`src/cmp_pkg.sv`:
```
// Package for the dual comparator digital block: offsets, fields, resets.
// Assumes an 8-bit register port with one-cycle read latency.
package cmp_pkg;
    localparam int ADDR_W = 3;
    localparam int DATA_W = 8;
    // Register indices on the plain register port
    localparam logic [2:0] OFS_CMP_CTRL = 3'h0;
    localparam logic [2:0] OFS_FLAGS2 = 3'h1;
    localparam logic [2:0] OFS_ENABLES2 = 3'h2;
    localparam logic [2:0] OFS_PRIOS2 = 3'h3;
    localparam logic [2:0] OFS_IRQ_CTRL = 3'h4;
    localparam logic [2:0] OFS_PORT_DIR = 3'h5;
    localparam logic [2:0] OFS_PORT_LATCH = 3'h6;
    localparam logic [2:0] OFS_PORT_READ = 3'h7;
    // Comparator control fields
    localparam int BIT_RES2 = 7;
    localparam int BIT_RES1 = 6;
    localparam int BIT_POL2 = 5;
    localparam int BIT_POL1 = 4;
    localparam int BIT_SWITCH = 3;
    localparam int MODE_HI = 2;
    localparam int MODE_LO = 0;
    // Change flag/enable position, irq control positions
    localparam int BIT_CHG = 6;
    localparam int BIT_PERIPHERAL_IRQ_ENABLE = 6;
    localparam int BIT_GIE = 7;
    // Port pins carrying comparator results
    localparam int PIN_RES1 = 4;
    localparam int PIN_RES2 = 5;
    // Modes
    localparam logic [2:0] MODE_MUX4_VREF = 3'h6;
    localparam logic [2:0] MODE_OFF = 3'h7;
    localparam logic [2:0] MODE_RESET = 3'h7;
    // Modes that drive pins with results (choice: 011 and 101 style)
    localparam logic [2:0] MODE_PIN_OUT_A = 3'h3;
    localparam logic [2:0] MODE_PIN_OUT_B = 3'h5;
    // Reset values
    localparam logic [7:0] RST_PORT_DIR = 8'hff;
    localparam logic [7:0] RST_ZERO = 8'h00;
    localparam logic [3:0] RST_ANA_CFG = 4'h0;
    // Config codes from this value up leave the low pins digital
    localparam logic [3:0] ANA_CFG_DIGITAL = 4'hb;
    localparam logic [7:0] FLAGS2_MASK = 8'hdf;
    localparam logic [7:0] PERIPHERAL_ENABLES_TWO_MASK = 8'hdf;
endpackage

```
`src/cmp_digital.sv`:
```
// Digital side of the two-comparator block: control register, result
// polarity, pin routing, change flag and interrupt gating.
// Assumes raw comparator outputs arrive asynchronously from the analog
// macro and registers are reached over a plain one-cycle port.
//
// The strobed register port and the placing of the registers were chosen for this implementation.
`timescale 1ns/100ps
`default_nettype none
module cmp_digital
    import cmp_pkg::*;
#(
    parameter int PORT_W = 8
) (
    input wire logic sys_clk,
    input wire logic rst,
    input wire logic [cmp_pkg::ADDR_W-1:0] reg_addr,
    input wire logic [cmp_pkg::DATA_W-1:0] reg_wdata,
    input wire logic reg_wr,
    input wire logic reg_rd,
    output logic [cmp_pkg::DATA_W-1:0] reg_rdata,
    input wire logic raw_cmp1,
    input wire logic raw_cmp2,
    input wire logic [PORT_W-1:0] pin_in,
    input wire logic sleeping,
    output logic cmp1_on,
    output logic cmp2_on,
    output logic vref_to_pos,
    output logic neg_from_ref_pins,
    output logic [PORT_W-1:0] pin_out,
    output logic [PORT_W-1:0] pin_oe,
    output logic [3:0] pin_analog_config,
    output logic irq_req,
    output logic wake_req
);
    import cmp_pkg::*;

    logic [2:0] compare_mode_sel_q;
    logic input_switch_bit_q;
    logic first_polarity_bit_q;
    logic second_polarity_bit_q;
    logic [7:0] flags2_q;
    logic [7:0] enables2_q;
    logic [7:0] prios2_q;
    logic [7:0] irq_control_q;
    logic [PORT_W-1:0] port_direction_q;
    logic [PORT_W-1:0] port_latch_q;
    logic [3:0] ana_cfg_q;
    logic [1:0] c1_sync_q;
    logic [1:0] c2_sync_q;
    logic [PORT_W-1:0] pin_s1_q;
    logic [PORT_W-1:0] pin_s2_q;
    logic first_result_bit;
    logic second_result_bit;
    logic ctrl_access;
    logic mis1;
    logic mis2;
    logic change_set;
    logic pins_drive_results;
    logic [PORT_W-1:0] analog_pins;
    logic [PORT_W-1:0] port_view;
    logic [7:0] rdata_d;

    // Two-flop synchronisers for analog results and pins
    always_ff @(posedge sys_clk)
    begin
        if (rst)
        begin
            c1_sync_q <= 2'h0;
            c2_sync_q <= 2'h0;
            pin_s1_q <= '0;
            pin_s2_q <= '0;
        end
        else
        begin
            c1_sync_q <= {c1_sync_q[0], raw_cmp1};
            c2_sync_q <= {c2_sync_q[0], raw_cmp2};
            pin_s1_q <= pin_in;
            pin_s2_q <= pin_s1_q;
        end
    end

    // Result polarity; analog gives one when positive above negative
    assign first_result_bit = c1_sync_q[1] ^ first_polarity_bit_q;
    assign second_result_bit = c2_sync_q[1] ^ second_polarity_bit_q;

    assign ctrl_access = (reg_rd | reg_wr) & (reg_addr == OFS_CMP_CTRL);

    // One snapshot per comparator; access ends the mismatch
    result_snap u_snap1 (
        .sys_clk(sys_clk),
        .rst(rst),
        .live(first_result_bit),
        .capture(ctrl_access),
        .mismatch(mis1)
    );
    result_snap u_snap2 (
        .sys_clk(sys_clk),
        .rst(rst),
        .live(second_result_bit),
        .capture(ctrl_access),
        .mismatch(mis2)
    );
    // A change coinciding with an access is absorbed into the snapshot
    assign change_set = mis1 | mis2;

    // Comparator control; untouched by sleep, reset selects off mode
    always_ff @(posedge sys_clk)
    begin
        if (rst)
        begin
            compare_mode_sel_q <= MODE_RESET;
            input_switch_bit_q <= 1'b0;
            first_polarity_bit_q <= 1'b0;
            second_polarity_bit_q <= 1'b0;
        end
        else if (reg_wr && reg_addr == OFS_CMP_CTRL)
        begin
            // Result bits ignore writes
            compare_mode_sel_q <= reg_wdata[MODE_HI:MODE_LO];
            input_switch_bit_q <= reg_wdata[BIT_SWITCH];
            first_polarity_bit_q <= reg_wdata[BIT_POL1];
            second_polarity_bit_q <= reg_wdata[BIT_POL2];
        end
    end

    // Peripheral flags; hardware set wins over a software clear
    always_ff @(posedge sys_clk)
    begin
        if (rst)
            flags2_q <= RST_ZERO;
        else
        begin
            if (reg_wr && reg_addr == OFS_FLAGS2)
                flags2_q <= reg_wdata & FLAGS2_MASK;
            if (change_set)
                flags2_q[BIT_CHG] <= 1'b1;
        end
    end

    // Enable, priority and irq control registers
    always_ff @(posedge sys_clk)
    begin
        if (rst)
        begin
            enables2_q <= RST_ZERO;
            prios2_q <= RST_ZERO;
            irq_control_q <= RST_ZERO;
        end
        else if (reg_wr)
        begin
            if (reg_addr == OFS_ENABLES2)
                enables2_q <= reg_wdata & PERIPHERAL_ENABLES_TWO_MASK;
            if (reg_addr == OFS_PRIOS2)
                prios2_q <= reg_wdata & PERIPHERAL_ENABLES_TWO_MASK;
            if (reg_addr == OFS_IRQ_CTRL)
                irq_control_q <= reg_wdata;
        end
    end

    // Port direction, latch and analog configuration
    always_ff @(posedge sys_clk)
    begin
        if (rst)
        begin
            port_direction_q <= PORT_W'(RST_PORT_DIR);
            port_latch_q <= '0;
            ana_cfg_q <= RST_ANA_CFG;
        end
        else if (reg_wr)
        begin
            if (reg_addr == OFS_PORT_DIR)
                port_direction_q <= PORT_W'(reg_wdata);
            if (reg_addr == OFS_PORT_LATCH)
                port_latch_q <= PORT_W'(reg_wdata);
            if (reg_addr == OFS_PORT_READ)
                ana_cfg_q <= reg_wdata[3:0];
        end
    end

    // Pins 0..3 analog while config field is below 4'hb (simplified)
    always_comb
    begin
        analog_pins = '0;
        analog_pins[3:0] = (ana_cfg_q < ANA_CFG_DIGITAL) ? 4'hf : 4'h0;
        port_view = pin_s2_q & ~analog_pins;
    end

    assign pins_drive_results = (compare_mode_sel_q == MODE_PIN_OUT_A) ||
        (compare_mode_sel_q == MODE_PIN_OUT_B);

    // Read mux, answered the cycle after the strobe
    always_comb
    begin
        rdata_d = RST_ZERO;
        unique case (reg_addr)
            OFS_CMP_CTRL: rdata_d = {second_result_bit, first_result_bit,
                second_polarity_bit_q, first_polarity_bit_q,
                input_switch_bit_q, compare_mode_sel_q};
            OFS_FLAGS2: rdata_d = flags2_q;
            OFS_ENABLES2: rdata_d = enables2_q;
            OFS_PRIOS2: rdata_d = prios2_q;
            OFS_IRQ_CTRL: rdata_d = irq_control_q;
            OFS_PORT_DIR: rdata_d = 8'(port_direction_q);
            OFS_PORT_LATCH: rdata_d = 8'(port_latch_q);
            OFS_PORT_READ: rdata_d = 8'(port_view);
        endcase
    end

    always_ff @(posedge sys_clk)
    begin
        if (rst)
            reg_rdata <= RST_ZERO;
        else if (reg_rd)
            reg_rdata <= rdata_d;
        else
            reg_rdata <= RST_ZERO;
    end

    // Analog control outputs registered; comparators stay on in sleep
    always_ff @(posedge sys_clk)
    begin
        if (rst)
        begin
            cmp1_on <= 1'b0;
            cmp2_on <= 1'b0;
            vref_to_pos <= 1'b0;
            neg_from_ref_pins <= 1'b0;
        end
        else
        begin
            cmp1_on <= compare_mode_sel_q != MODE_OFF;
            cmp2_on <= compare_mode_sel_q != MODE_OFF;
            vref_to_pos <= compare_mode_sel_q == MODE_MUX4_VREF;
            neg_from_ref_pins <= (compare_mode_sel_q == MODE_MUX4_VREF) &
                input_switch_bit_q;
        end
    end

    // Pin drivers; registered result path trades a cycle for clean outputs
    always_ff @(posedge sys_clk)
    begin
        if (rst)
        begin
            pin_out <= '0;
            pin_oe <= '0;
        end
        else
        begin
            pin_out <= port_latch_q;
            pin_oe <= ~port_direction_q;
            if (pins_drive_results)
            begin
                pin_out[PIN_RES1] <= raw_cmp1 ^ first_polarity_bit_q;
                pin_out[PIN_RES2] <= raw_cmp2 ^ second_polarity_bit_q;
            end
        end
    end

    // Interrupt needs flag, enable and both global enables
    always_ff @(posedge sys_clk)
    begin
        if (rst)
        begin
            irq_req <= 1'b0;
            wake_req <= 1'b0;
            pin_analog_config <= RST_ANA_CFG;
        end
        else
        begin
            irq_req <= flags2_q[BIT_CHG] & enables2_q[BIT_CHG] &
                irq_control_q[BIT_PERIPHERAL_IRQ_ENABLE] & irq_control_q[BIT_GIE];
            wake_req <= sleeping & flags2_q[BIT_CHG] &
                enables2_q[BIT_CHG];
            pin_analog_config <= ana_cfg_q;
        end
    end

    // Checks on flag, interrupt, mode decode and read path
    a_irq_gate: assert property (@(posedge sys_clk)
        disable iff (rst)
        irq_req |-> $past(flags2_q[BIT_CHG] & enables2_q[BIT_CHG] &
        irq_control_q[BIT_GIE] & irq_control_q[BIT_PERIPHERAL_IRQ_ENABLE]))
        else $error("irq without all enables");
    a_irq_raised: assert property (@(posedge sys_clk)
        disable iff (rst)
        flags2_q[BIT_CHG] && enables2_q[BIT_CHG] &&
        irq_control_q[BIT_GIE] && irq_control_q[BIT_PERIPHERAL_IRQ_ENABLE] |=> irq_req)
        else $error("enabled flag gave no irq");
    a_flag_set: assert property (@(posedge sys_clk)
        disable iff (rst)
        change_set |=> flags2_q[BIT_CHG])
        else $error("change did not set flag");
    a_flag_soft: assert property (@(posedge sys_clk)
        disable iff (rst)
        reg_wr && reg_addr == OFS_FLAGS2 && reg_wdata[BIT_CHG]
        |=> flags2_q[BIT_CHG])
        else $error("written one did not set flag");
    a_reset_mode: assert property (@(posedge sys_clk)
        rst |=> compare_mode_sel_q == MODE_RESET)
        else $error("reset mode not off");
    a_access_clears: assert property (@(posedge sys_clk)
        disable iff (rst)
        ctrl_access ##1 !ctrl_access && $stable(first_result_bit) &&
        $stable(second_result_bit) |-> !change_set)
        else $error("mismatch persists after access");
    a_vref_mode: assert property (@(posedge sys_clk)
        disable iff (rst)
        vref_to_pos |-> $past(compare_mode_sel_q) == MODE_MUX4_VREF)
        else $error("vref outside mux mode");
    a_neg_switch: assert property (@(posedge sys_clk)
        disable iff (rst)
        neg_from_ref_pins |-> $past(input_switch_bit_q) &&
        $past(compare_mode_sel_q) == MODE_MUX4_VREF)
        else $error("negative inputs switched outside mode");
    a_polarity: assert property (@(posedge sys_clk)
        disable iff (rst)
        $past(reg_rd && reg_addr == OFS_CMP_CTRL) |->
        reg_rdata[BIT_RES1] == ($past(c1_sync_q[1]) ^
        $past(first_polarity_bit_q)) && reg_rdata[BIT_RES2] ==
        ($past(c2_sync_q[1]) ^ $past(second_polarity_bit_q)))
        else $error("polarity wrong");
    a_analog_zero: assert property (@(posedge sys_clk)
        disable iff (rst)
        $past(reg_rd && reg_addr == OFS_PORT_READ &&
        ana_cfg_q == RST_ANA_CFG) |-> reg_rdata[3:0] == 4'h0)
        else $error("analog pin read nonzero");
    a_pin_oe: assert property (@(posedge sys_clk)
        disable iff (rst)
        pin_oe[PIN_RES1] == !$past(port_direction_q[PIN_RES1]))
        else $error("pin enable not from direction");
    a_result_pin: assert property (@(posedge sys_clk)
        disable iff (rst)
        pins_drive_results |=> pin_out[PIN_RES1] ==
        ($past(raw_cmp1) ^ $past(first_polarity_bit_q)))
        else $error("result pin wrong");
    a_wake_gate: assert property (@(posedge sys_clk)
        disable iff (rst)
        wake_req |-> $past(sleeping && flags2_q[BIT_CHG] &&
        enables2_q[BIT_CHG]))
        else $error("wake without enabled flag in sleep");
endmodule
`default_nettype wire

```
`src/result_snap.sv`:
```
// Snapshot register for one comparator result and its mismatch term.
// Assumes a synchronised live result from the same clock domain.
`timescale 1ns/100ps
`default_nettype none
module result_snap (
    input wire logic sys_clk,
    input wire logic rst,
    input wire logic live,
    input wire logic capture,
    output logic mismatch
);
    logic snap_q;

    // Snapshot taken on each control register access
    always_ff @(posedge sys_clk)
    begin
        if (rst)
            snap_q <= 1'b0;
        else if (capture)
            snap_q <= live;
    end

    // Differs from snapshot: change still pending
    assign mismatch = (live != snap_q) & ~capture;
endmodule
`default_nettype wire

```
`config.mk`:
```
export PLATFORM = sky130hd
export DESIGN_NAME = cmp_digital
export DESIGN_NICKNAME = d
export VERILOG_FILES = /design/src/cmp_pkg.sv /design/src/cmp_digital.sv /design/src/result_snap.sv
export SDC_FILE = /design/constraint.sdc
export NUM_CORES = 1
export LEC_CHECK = 0
export BUFFER_PORTS_ARGS = -buffer_cell sky130_fd_sc_hd__buf_4
export CAP_MARGIN = 20
export CORE_MARGIN = 2
export CORE_UTILIZATION = 60
export CTS_CLUSTER_SIZE = 10
export DETAILED_ROUTE_END_ITERATION = 8
export PLACE_DENSITY_LB_ADDON = 0.12
export SKIP_LAST_GASP = 1
export SYNTH_ARGS = -nofsm -noshare
export SYNTH_HDL_FRONTEND = slang
export SYNTH_SLANG_ARGS = --single-unit
```
`constraint.sdc`:
```
create_clock -name sys_clk -period 2.35 [get_ports sys_clk]
set_input_delay 0.705 -clock sys_clk [delete_from_list [all_inputs] [get_ports sys_clk]]
set_output_delay 0.705 -clock sys_clk [all_outputs]
set_load 0.03 [all_outputs]
```
## Word-level counts from Yosys, hierarchy flattened

Cells that the tools add are included.

- Logic and storage cells: 78
- Output and inout bits: 34
- Latch bits: 0
- Memory bits (read-only): 0
- Memories kept: 0
- Memory bits (writable): 0
- Register bits after elaboration: 110

- Equality and inequality tests: 13
- Mux-type cells: 5
- Add/sub/neg operators: 0
- Div/mod/pow operators: 0
- $lt $le $gt $ge: 1
- Reduce and logical (&&, ||, !) cells: 12
- Shift-type cells: 0
- Bitwise logic cells: 20
- Multipliers: 0

Operator list:

| operator | number |
|---|---|
| $pmux W8 S8 | 1 |
| $eq A3 B3 Y1 const B | 6 |
| $reduce_and A2 Y1 | 6 |
| $and A1 B1 Y1 | 9 |
| $eq A3 B2 Y1 const B | 3 |
| $and A8 B8 Y8 | 1 |
| $not A4 Y8 | 1 |
| $not A8 Y8 | 1 |
| $mux W7 | 1 |
| $lt A4 B4 Y1 const B | 1 |
| $mux W4 | 1 |
| $xor A1 B1 Y1 | 4 |
| $eq A3 B1 Y1 const B | 1 |
| $logic_not A3 Y1 | 1 |
| $ne A3 B3 Y1 const B | 1 |
| $logic_and A1 B1 Y1 | 2 |
| $mux W2 | 1 |
| $ne A1 B1 Y1 | 2 |
| $not A1 Y1 | 2 |
| $or A1 B1 Y1 | 2 |
| $reduce_bool A2 Y1 | 1 |
| $reduce_or A2 Y1 | 1 |
| $logic_or A1 B1 Y1 | 1 |
| $mux W1 | 1 |

## Depth between registers and ports, before layout

Gate-level depths: netlist of the first run.

- Depth in word-level cells: 6
- Depth in mapped cells: 6
- Mapped depth without buffers: 4

## By module

A second synthesis of the first run with hierarchy kept.

- Cells, all modules: 438
- Area total of the unflattened synthesis: 4131.5 um^2

Modules (own cells, without submodules):

| module | cells each | sequential area each (um^2) | instances | area each (um^2) |
|---|---|---|---|---|
| cmp_digital | 428 | 2162.1 | 1 | 4038.9 |
| result_snap | 5 | 20.0 | 2 | 46.3 |

## Worst setup path before layout of the first run

OpenSTA, ideal clock, no wires.

- Kind: input -> register
- Start: input port reg_addr[1] in the netlist's numbering
- End: register u_snap1.snap_q
- Path slack: 600 ps
- Stages: 6
- Required time: 2271 ps
- Arrival: 1671 ps
- Setup time: 79 ps
- Cell sequence: buf_6 > or3_1 > buf_6 > nor2_8 > nor2_1 > a211oi_2

- Word-level cells in the longest chain between the ends: 2

RTL lines:

| element | line | RTL |
|---|---|---|
| start, declared | cmp_digital.sv:16 | `input wire logic [cmp_pkg::ADDR_W-1:0] reg_addr,` |
| $logic_not A3 Y1 | cmp_digital.sv:86 | `assign ctrl_access = (reg_rd \| reg_wr) & (reg_addr == OFS_CMP_CTRL);` |
| $and A1 B1 Y1 | cmp_digital.sv:86 |  |
| end signal, assigned | result_snap.sv:20 | `snap_q <= live;` |
| end, declared | result_snap.sv:12 | `logic snap_q;` |

Every way passes these cells.
A chain may end at the register's enable or synchronous reset.

## Worst setup path in the final report of the first run

- Start: input port reg_addr[2] in the netlist's numbering
- End: register reg_rdata[6] in the netlist's numbering

- Word-level cells in the longest chain between the ends: 2
- Elaborated cells between the ends (all ways): 9

RTL lines:

| element | line | RTL |
|---|---|---|
| $eq A3 B3 Y1 (tied with other cells) | cmp_digital.sv:195 | `unique case (reg_addr)` |
| $pmux W8 S8 (*) | cmp_digital.sv:195 |  |
| end signal, assigned | cmp_digital.sv:214 | `reg_rdata <= rdata_d;` |
| end, declared | cmp_digital.sv:20 | `output logic [cmp_pkg::DATA_W-1:0] reg_rdata,` |

Every way passes the cells marked *; elsewhere a longest branch is shown, timed or not.

==> results.md, run 1 <==
- Final min period: 1.68 ns
- Clock tree buffer depth: 2
- Synth Area in Compound Gates: 11.4%
- DP Cell Count: 545
- Vias in the first global route: 2884
- Clk slew on worst S/H paths: 0.10 ns
- Crit-path max FO: 28
- Setup bufs post-CTS: 0
- RSZ-0062 raised after global routing: false
- Yosys reg bits: 110
- P per Cell Area: 690 nW/um2
- Reg2reg path depth: 4
- Pwr Total: 3.29 mW
- Crit path largest cell delay: 0.46 ns
- WP data arrival: 1.95 ns
- Diodes inserted: 0
- Reg-to-Reg End: flags2_q[6]$_SDFFE_PP0P_
- Proportion of synthesized area in mux cells: 9.02%
- Yosys warns: 0
- Utilization after layout: 70.6%
- Final non-filler cell total: 561
- Post-route ant nets: 0
- Clock Sinks: 110
- Total track usage: 25.8%
- Commonest cells after routing, fill and taps aside: dfxtp_1 (110), buf_4 (65), nand2_1 (57)
- Final period util: 71.5%
- PortBufs: 59
- Chip Height: 87.3 um
- Skew final: 0.00609 ns
- Synth-to-Final Area Change: 14.6%
- Peak Freq: 595 MHz
- Hold path endpoint: pin_s2_q[4]$_SDFF_PP0_
- Critical R2R Launch: second_polarity_bit_q$_SDFFE_PP0P_
- # setup viols final: 0
- Max-cap check violation count: 0
- Worst hold-check path type: flop to flop
- CTS tree: built
- Worst path cell trace: buf_4 > nor2b_1 > a22o_1 > nand2_1 > a221oi_1
- Post-CTS resize count: 0
- WL per Instance: 16.8 um
- Flop-to-flop setup slack: 0.90 ns
- Num rows: 30
- Total vias in the final route: 3169
- H-tree depth: 3
- Main combinational cell family by area after synthesis: simple AND/OR/NAND/NOR gates
- Final Hold Fails: 0
- Hold-fix buffers, CTS: 0
- First-pass GRT wire length: 14700 um
- Inserted Clock Buffers: 9
- Largest net degree at the start of global routing: 44
- Post-synth cell types: 47
- Layout fillers: 528
- Share of layout cells above drive strength 1: 20.0%
- Die area: 7620 um2
- Status: complete, no violations
- Peak supply drop: 0.480 mV
- CTS root buf: clkbuf_8
- Drt total wl: 9440 um
- Clk_lat worst skew: 0.37 ns
- Critical Path RT: 2.62 ns
- Leakage: 1.97 nW
- Vias/cell: 5.65
- Post-Synth Simple-Gate Area: 20.7%
- Xor-xnor portion of the synthesized cell area: 1.47%
- WS Path Type: input pin to flop
- DR DRC count: 0
- Die Wd: 87.3 um
- Hold Slack: 0.446 ns
- Post-synth EDFFs: 0
- Hold Path Stages: 1
- Type of element launching the critical path: input pin
- Post-Syn Instances: 430
- TritonRoute pass-1 iters: 4
- CP Capture Type: flop
- Worst slew margin: 62.9%
- Least-Margin Pin Slew: 0.553 ns
- Initial antenna violation count: 0
- Total grt overflow: 0
- Slew Limit Fails: 0
- Syn avg cell area: 9.68 um2
- Routability cong.: 0.913
- Hold wc startpoint: pin_s1_q[4]$_SDFF_PP0_
- Slowest CP cell: nor2b_1
- Main synth FF type: dfxtp_1
- Nets@finish: 502
- Detailed Place HPWL: 6560 um
- Ports: 60
- Net Count, Synth: 456
- Ys async rst share: 0%
- Setup TNS: 0 ns
- Initial Util: 61.6%
- Core box area: 6760 um2
- DR iter-0 viols: 276
- Most common cell after layout, fill and taps aside: dfxtp_1
- Synthesized area: 4160 um2
- Synth Area in Adders: 0%
- Register area share after synthesis: 52.9%
## where the power goes
group / internal, mW / switching [mW]
combinational: 0.130 / 0.193
sequential: 1.92 / 0.0304
clock: 0.391 / 0.631
## final cells by class
class | instances | area, um2 | area share (%)
clock inverters | 6 | 47.5 | 0.997
well taps | 80 | 100 | 2.10
multi-input cells | 281 | 1770 | 37.1
repair buffers | 65 | 488 | 10.2
clock buffers | 10 | 128 | 2.68
flip-flops and latches | 110 | 2200 | 46.2
inverters | 9 | 33.8 | 0.708
## worst max-delay path by stage
stage                 from                     endpoint  slack (ns)  depth (start not counted)
2_1_floorplan  reg_addr[1]  u_snap1.snap_q$_SDFFE_PP0N_        0.60                          6
3_3_place_gp   reg_addr[0]      reg_rdata[2]$_SDFF_PP0_        0.34                          6
3_5_place_dp   reg_addr[2]      reg_rdata[6]$_SDFF_PP0_        0.31                          5
4_1_cts        reg_addr[0]      reg_rdata[6]$_SDFF_PP0_        0.69                          6
5_1_grt        reg_addr[2]      reg_rdata[6]$_SDFF_PP0_        0.51                          5
6_report       reg_addr[2]      reg_rdata[6]$_SDFF_PP0_        0.67                          5
## synthesized netlist by cell type (all sizes together), types with 2 or more instances
cell type  number  area, um2
mux2            4       45.0
nor3            6       51.3
nor2b          39        244
a21oi          25        125
nand2b          2       20.0
a22oi           4       30.0
o21ai           6       30.0
a211o           3       26.3
buf            11       83.8
a311oi          3       26.3
nand3           2       15.0
or3             2       12.5
inv             9       33.8
mux2i          33        330
dfxtp         110       2200
nand2          58        220
a22o            6       52.6
xnor2           6       52.6
a221oi         10       93.8
clkbuf         19       71.3
nand3b          8       60.1
o22ai           3       18.8
nor2           44        184
a31oi           2       12.5
nand4           2       12.5
a211oi          4       40.0
## critical path, delay by kind of cell
kind            cells  cell delay (ns)
buf+inv             1             0.27
compound gates      2             0.46
simple gates        2             0.51
## registers in the layout (all words and copies together), names as in the netlist, 8 cells and up
register,count
irq_control_q,8
port_direction_q,8
reg_rdata,8
pin_oe,8
pin_s1_q,8
pin_s2_q,8
pin_out,8
port_latch_q,8
## metal layers
layer  share of wire (%)  vias to the layer above  global-route usage (%)
li1                    -                     1540                       -
met2                  47                       87                    40.2
met3                 5.7                       15                    3.89
met1                  45                     1527                    35.9
met5                   0                        -                       0
met4                 1.8                        0                    10.2
## stage by stage
stage	worst slack [ns]	area [um2]
2_1_floorplan	0.600	4160
3_3_place_gp	0.344	4590
3_5_place_dp	0.309	4590
4_1_cts	0.691	4770
5_1_grt	0.512	4770
6_report	0.669	4770
## cell families after synthesis
kind of cell,count (synthesis)
flops,110
buf+inv,39
xor+xnor,7
simple gates,169
compound gates,68
mux,37
Note: power is estimated with default switching activity, not from simulation.
==> inputs of run 2 (changes only) <==
Settings changed: CORE_UTILIZATION 60 to 56.
Clock period 2.35 ns to 1.7 ns, I/O delays scaled along.
==> run 2 against run 1 <==
  * Wire length increased by 1.4%
  * Clock skew about the same
  * Global-route usage decreased by 1.0 points
  * Register-to-register slack got worse by 0.51 ns
  * Final area increased by 4.7%
  * Die area increased by 6.8%
  * Clock-buffer cell count unchanged
  * Setup slack got worse by 0.35 ns
  * First-iteration DRC count decreased by 13%
  * Total power increased by 45%
  * Sequential power increased by 38%
  * Via count increased by 3.0%
  * Critical path type is now flop to output pin
  * Critical endpoint is now cmp2_on
==> results.md, run 2 (synthesized netlist as in run 1, its figures left out) <==
- DP Cell Count: 583
- Die Wd: 90.2 um
- CP Capture Type: output pin
- Slew Limit Fails: 0
- Largest net degree at the start of global routing: 65
- Status: complete, no violations
- DR iter-0 viols: 241
- Setup bufs post-CTS: 0
- Switching power: 1.19 mW
- Utilization after layout: 69.2%
- Detailed Place HPWL: 6740 um
- Sequential share of power: 56.3%
- Post-route ant nets: 0
- Peak Freq: 722 MHz
- Initial antenna violation count: 0
- P per Cell Area: 957 nW/um2
- Comb pwr share: 10.2%
- First-pass GRT wire length: 15600 um
- CTS tree: built
- Ports: 60
- TritonRoute pass-1 iters: 5
- Commonest cells after routing, fill and taps aside: dfxtp_1 (110), buf_4 (82), nand2_1 (57)
- Int Pwr: 3.59 mW
- Most common cell after layout, fill and taps aside: dfxtp_1
- WP buf/inv: 1
- Worst slew margin: 70.9%
- H-tree depth: 3
- Worst path cell trace: buf_4
- Skew final: 0.00653 ns
- Post-CTS resize count: 0
- Crit. Startpoint: cmp2_on$_SDFF_PP0_
- Clock Sinks: 110
- # setup viols final: 0
- Total track usage: 24.7%
- Type of element launching the critical path: flop
- Crit-path max FO: 2
- CTS root buf: clkbuf_8
- Leakage: 2.10 nW
- Vias in the first global route: 2989
- CP top delay family: flip-flops
- Total grt overflow: 0
- Least-Margin Pin Slew: 0.434 ns
- Vias/cell: 5.45
- Hold wc startpoint: pin_in[2]
- Clk_lat worst skew: 0.37 ns
- Critical Path RT: 1.19 ns
- Crit path largest cell delay: 0.34 ns
- Final Hold Fails: 0
- WS Path Type: flop to output pin
- PortBufs: 59
- RSZ-0062 raised after global routing: false
- Share of layout cells above drive strength 1: 23.2%
- DR DRC count: 0
- Pwr Total: 4.78 mW
- Clock group share of total power: 33.5%
- WP data arrival: 0.87 ns
- Die area: 8140 um2
- Worst hold-check path type: input pin to flop
- Clk slew on worst S/H paths: 0.10 ns
- Final period util: 81.4%
- Clock tree buffer depth: 2
- Total vias in the final route: 3264
- Slowest CP cell: dfxtp_1
- Initial Util: 57.7%
- Chip Height: 90.2 um
- Peak supply drop: 0.593 mV
- Max-cap check violation count: 0
- Core box area: 7210 um2
- Num rows: 31
- Drt total wl: 9580 um
- WL per Instance: 16.0 um
- Final min period: 1.38 ns
- Diodes inserted: 0
- Final non-filler cell total: 599
- Synth-to-Final Area Change: 20.0%
- Critical R2R Launch: second_polarity_bit_q$_SDFFE_PP0P_
- Routability cong.: 0.922
- Sw Ratio: 24.8%
- Hold-fix buffers, CTS: 0
- Setup TNS: 0 ns
- Nets@finish: 521
- Inserted Clock Buffers: 9
-- run 2: cell count changes in the layout (fill, tap and decap cells not counted), sizes merged --
cell      delta
clkinvlp     -4
clkinv       +3
bufinv       +1
buf         +19
-- run 2: worst paths after layout --
check	end	slack, ns	cells after the start
worst max-delay path	cmp2_on	0.32	1
worst max register to register	flags2_q[6]$_SDFFE_PP0P_	0.39	4
worst min-delay path	pin_s1_q[2]$_SDFF_PP0_	0.34	2
worst min register to register	pin_oe[0]$_SDFF_PP0_	0.44	1
-- run 2: per-stage QoR --
stage,area (um2),hold slack [ns],setup WS [ns]
after floorplan,4160,0.409,0.145
after global placement,4790,0.420,-0.0162
after detailed placement,4790,0.424,-0.0199
after CTS,4990,0.327,0.290
after global routing,4990,0.327,0.173
final,4990,0.338,0.316
-- run 2: area by class of cell --
cell class              instances  area, um2
clock buffers                  10        138
fillers                       616       2220
repair buffers                 84        656
clock inverters                 6       70.1
multi-input cells             281       1770
flip-flops and latches        110       2200
inverters                       9       33.8
well taps                      99        124
-- run 2: per-layer routing --
layer	part of all wire, %	global-route usage, %
met2	48	38.8
met3	6.0	5.03
met5	0	0
met1	44	34.0
met4	1.5	8.72
-- run 2: power groups by stage --
stage / logic [mW] / registers [mW] / clock network, mW
after floorplan: 0.269 / 2.77 / 0
after global placement: 0.473 / 2.75 / 0
after detailed placement: 0.482 / 2.75 / 0
after CTS: 0.483 / 2.69 / 1.64
after global routing: 0.523 / 2.70 / 1.74
final: 0.485 / 2.69 / 1.60
==> inputs of run 3 (changes only) <==
Clock period 1.7 ns to 1.34 ns, I/O delays scaled along.
==> run 3 against run 2 <==
  * Register-to-register slack lost 0.23 ns
  * Combinational power grew 33%
  * Global-route usage shrank 0.34 points
  * Clock power grew 24%
  * Critical path type unchanged
  * Non-clock buffer count grew 11
  * Clock-buffer cell count is the same
  * Highest routed layer unchanged
  * Clock skew grew 0.0017 ns
  * Sequential cell count is the same
==> results.md, run 3 (synthesized netlist as in run 1, its figures left out) <==
- Least-Margin Pin Slew: 0.390 ns
- H-tree depth: 3
- DR iter-0 viols: 129
- DR DRC count: 0
- Worst slew margin: 73.8%
- Type of element launching the critical path: flop
- Hold path endpoint: pin_s1_q[2]$_SDFF_PP0_
- Clk slew on worst S/H paths: 0.10 ns
- CP Capture Type: output pin
- P per Cell Area: 1190 nW/um2
- TritonRoute pass-1 iters: 4
- Slew Limit Fails: 0
- Max-cap check violation count: 0
- WP buf/inv: 1
- Hold Slack: 0.229 ns
- Sequential Area: 2200 um2
- Peak supply drop: 0.810 mV
- Clock tree buffer depth: 2
- Chip Height: 90.2 um
- Die area: 8140 um2
- First-pass GRT wire length: 15400 um
- Num rows: 31
- Synth-to-Final Area Change: 22.3%
- Layout fillers: 564
- Hold wc startpoint: pin_in[2]
- Utilization after layout: 70.5%
- Vias/cell: 5.29
- WS Path Type: flop to output pin
- Share of layout cells above drive strength 1: 25.0%
- CTS tree: built
- Worst path cell trace: buf_4
- Most common cell after layout, fill and taps aside: dfxtp_1
- Final min period: 1.28 ns
- Skew final: 0.00824 ns
- Total vias in the final route: 3229
- Final period util: 95.4%
- Post-route ant nets: 0
- Initial antenna violation count: 0
- Commonest cells after routing, fill and taps aside: dfxtp_1 (110), buf_4 (92), nand2_1 (57)
- Core box area: 7210 um2
- Largest net degree at the start of global routing: 36
- Critical R2R Launch: second_polarity_bit_q$_SDFFE_PP0P_
- Area occupied by multi-input gates: 1780 um2
- Vias in the first global route: 2977
- Drt total wl: 9640 um
- WP data arrival: 0.88 ns
- Critical Path RT: 0.94 ns
- Total grt overflow: 0
- CP top delay family: flip-flops
- Routability cong.: 1.04
- DP Cell Count: 594
- Hold Path Stages: 2
- Crit-path max FO: 2
- Total track usage: 24.4%
- Nets@finish: 532
- Die Wd: 90.2 um
- Inserted Clock Buffers: 9
- WL per Instance: 15.8 um
- CTS root buf: clkbuf_8
- # setup viols final: 0
- RSZ-0062 raised after global routing: false
- Final Hold Fails: 0
- Flop-to-flop setup slack: 0.16 ns
- Peak Freq: 782 MHz
- Slowest CP cell: dfxtp_1
- Clock Sinks: 110
- Initial Util: 57.7%
- Pwr Total: 6.05 mW
- Status: complete, no violations
- Reg-to-Reg End: flags2_q[6]$_SDFFE_PP0P_
- Final non-filler cell total: 610
- PortBufs: 59
- Clk_lat worst skew: 0.38 ns
- Crit path largest cell delay: 0.34 ns
- Detailed Place HPWL: 6990 um
- Worst hold-check path type: input pin to flop
- Hold-fix buffers, CTS: 0
- Ports: 60
- Reg2reg path depth: 4
- Diodes inserted: 0
- Leakage: 2.15 nW
run 3: cell count changes in the layout (fill, tap and decap cells not counted):
cell,delta
nor2_2,+1
clkinvlp_4,+1
inv_8,+1
clkbuf_1,+1
a221oi_2,+1
clkinv_4,-1
buf_12,+1
inv_6,-1
clkbuf_8,-1
a221oi_1,-1
nor2_1,-1
buf_4,+10
run 3: repair_timing:
action / CTS / global route
setup buffers: 0 / 0
resized for setup: 0 / 1
endpoints found under the setup margin: 0 / 1
run 3: worst max path at each step:
stage                                       start                                 end  slack, ns  cells past startpoint
after floorplan                       reg_addr[2]  compare_mode_sel_q[0]$_SDFFE_PP1P_      -0.07                      5
after global placement                reg_addr[2]             reg_rdata[3]$_SDFF_PP0_      -0.23                      6
after detailed placement              reg_addr[2]             reg_rdata[3]$_SDFF_PP0_      -0.25                      6
after CTS                 reg_rdata[2]$_SDFF_PP0_                        reg_rdata[2]       0.04                      1
after global routing           cmp2_on$_SDFF_PP0_                             cmp2_on      0.009                      1
final                          cmp2_on$_SDFF_PP0_                             cmp2_on       0.06                      1
run 3: through the flow:
stage                     setup TNS [ns]  instance area, um2  setup slack [ns]
after floorplan                   -0.661                4180           -0.0723
after global placement             -6.77                4880            -0.225
after detailed placement           -7.87                4880            -0.252
after CTS                              0                5080            0.0446
after global routing                   0                5090           0.00943
final                                  0                5090            0.0610
run 3: power breakdown:
part / leakage, nW / total [mW] / internal, mW / switching (mW)
combinational: 1.16 / 0.646 / 0.290 / 0.356
clock: 0.0984 / 1.99 / 0.881 / 1.11
sequential: 0.895 / 3.42 / 3.36 / 0.0516
run 3: layout make-up:
class                           count  share of cell area, %
Clock inverter                      6                   1.40
Inverter                            9                  0.664
Sequential cell                   110                   43.3
Timing Repair Buffer               95                   14.8
Multi-Input combinational cell    281                   35.0
Tap cell                           99                   2.43
Clock buffer                       10                   2.51
run 3: routing by layer:
metal / global-route usage, % / routed length [um] / part of all wire [%]
met1: 32.5 / 4270 / 44
met2: 39.5 / 4600 / 48
met3: 4.11 / 552 / 5.7
met4: 10.1 / 221 / 2.3
met5: 0 / 0 / 0
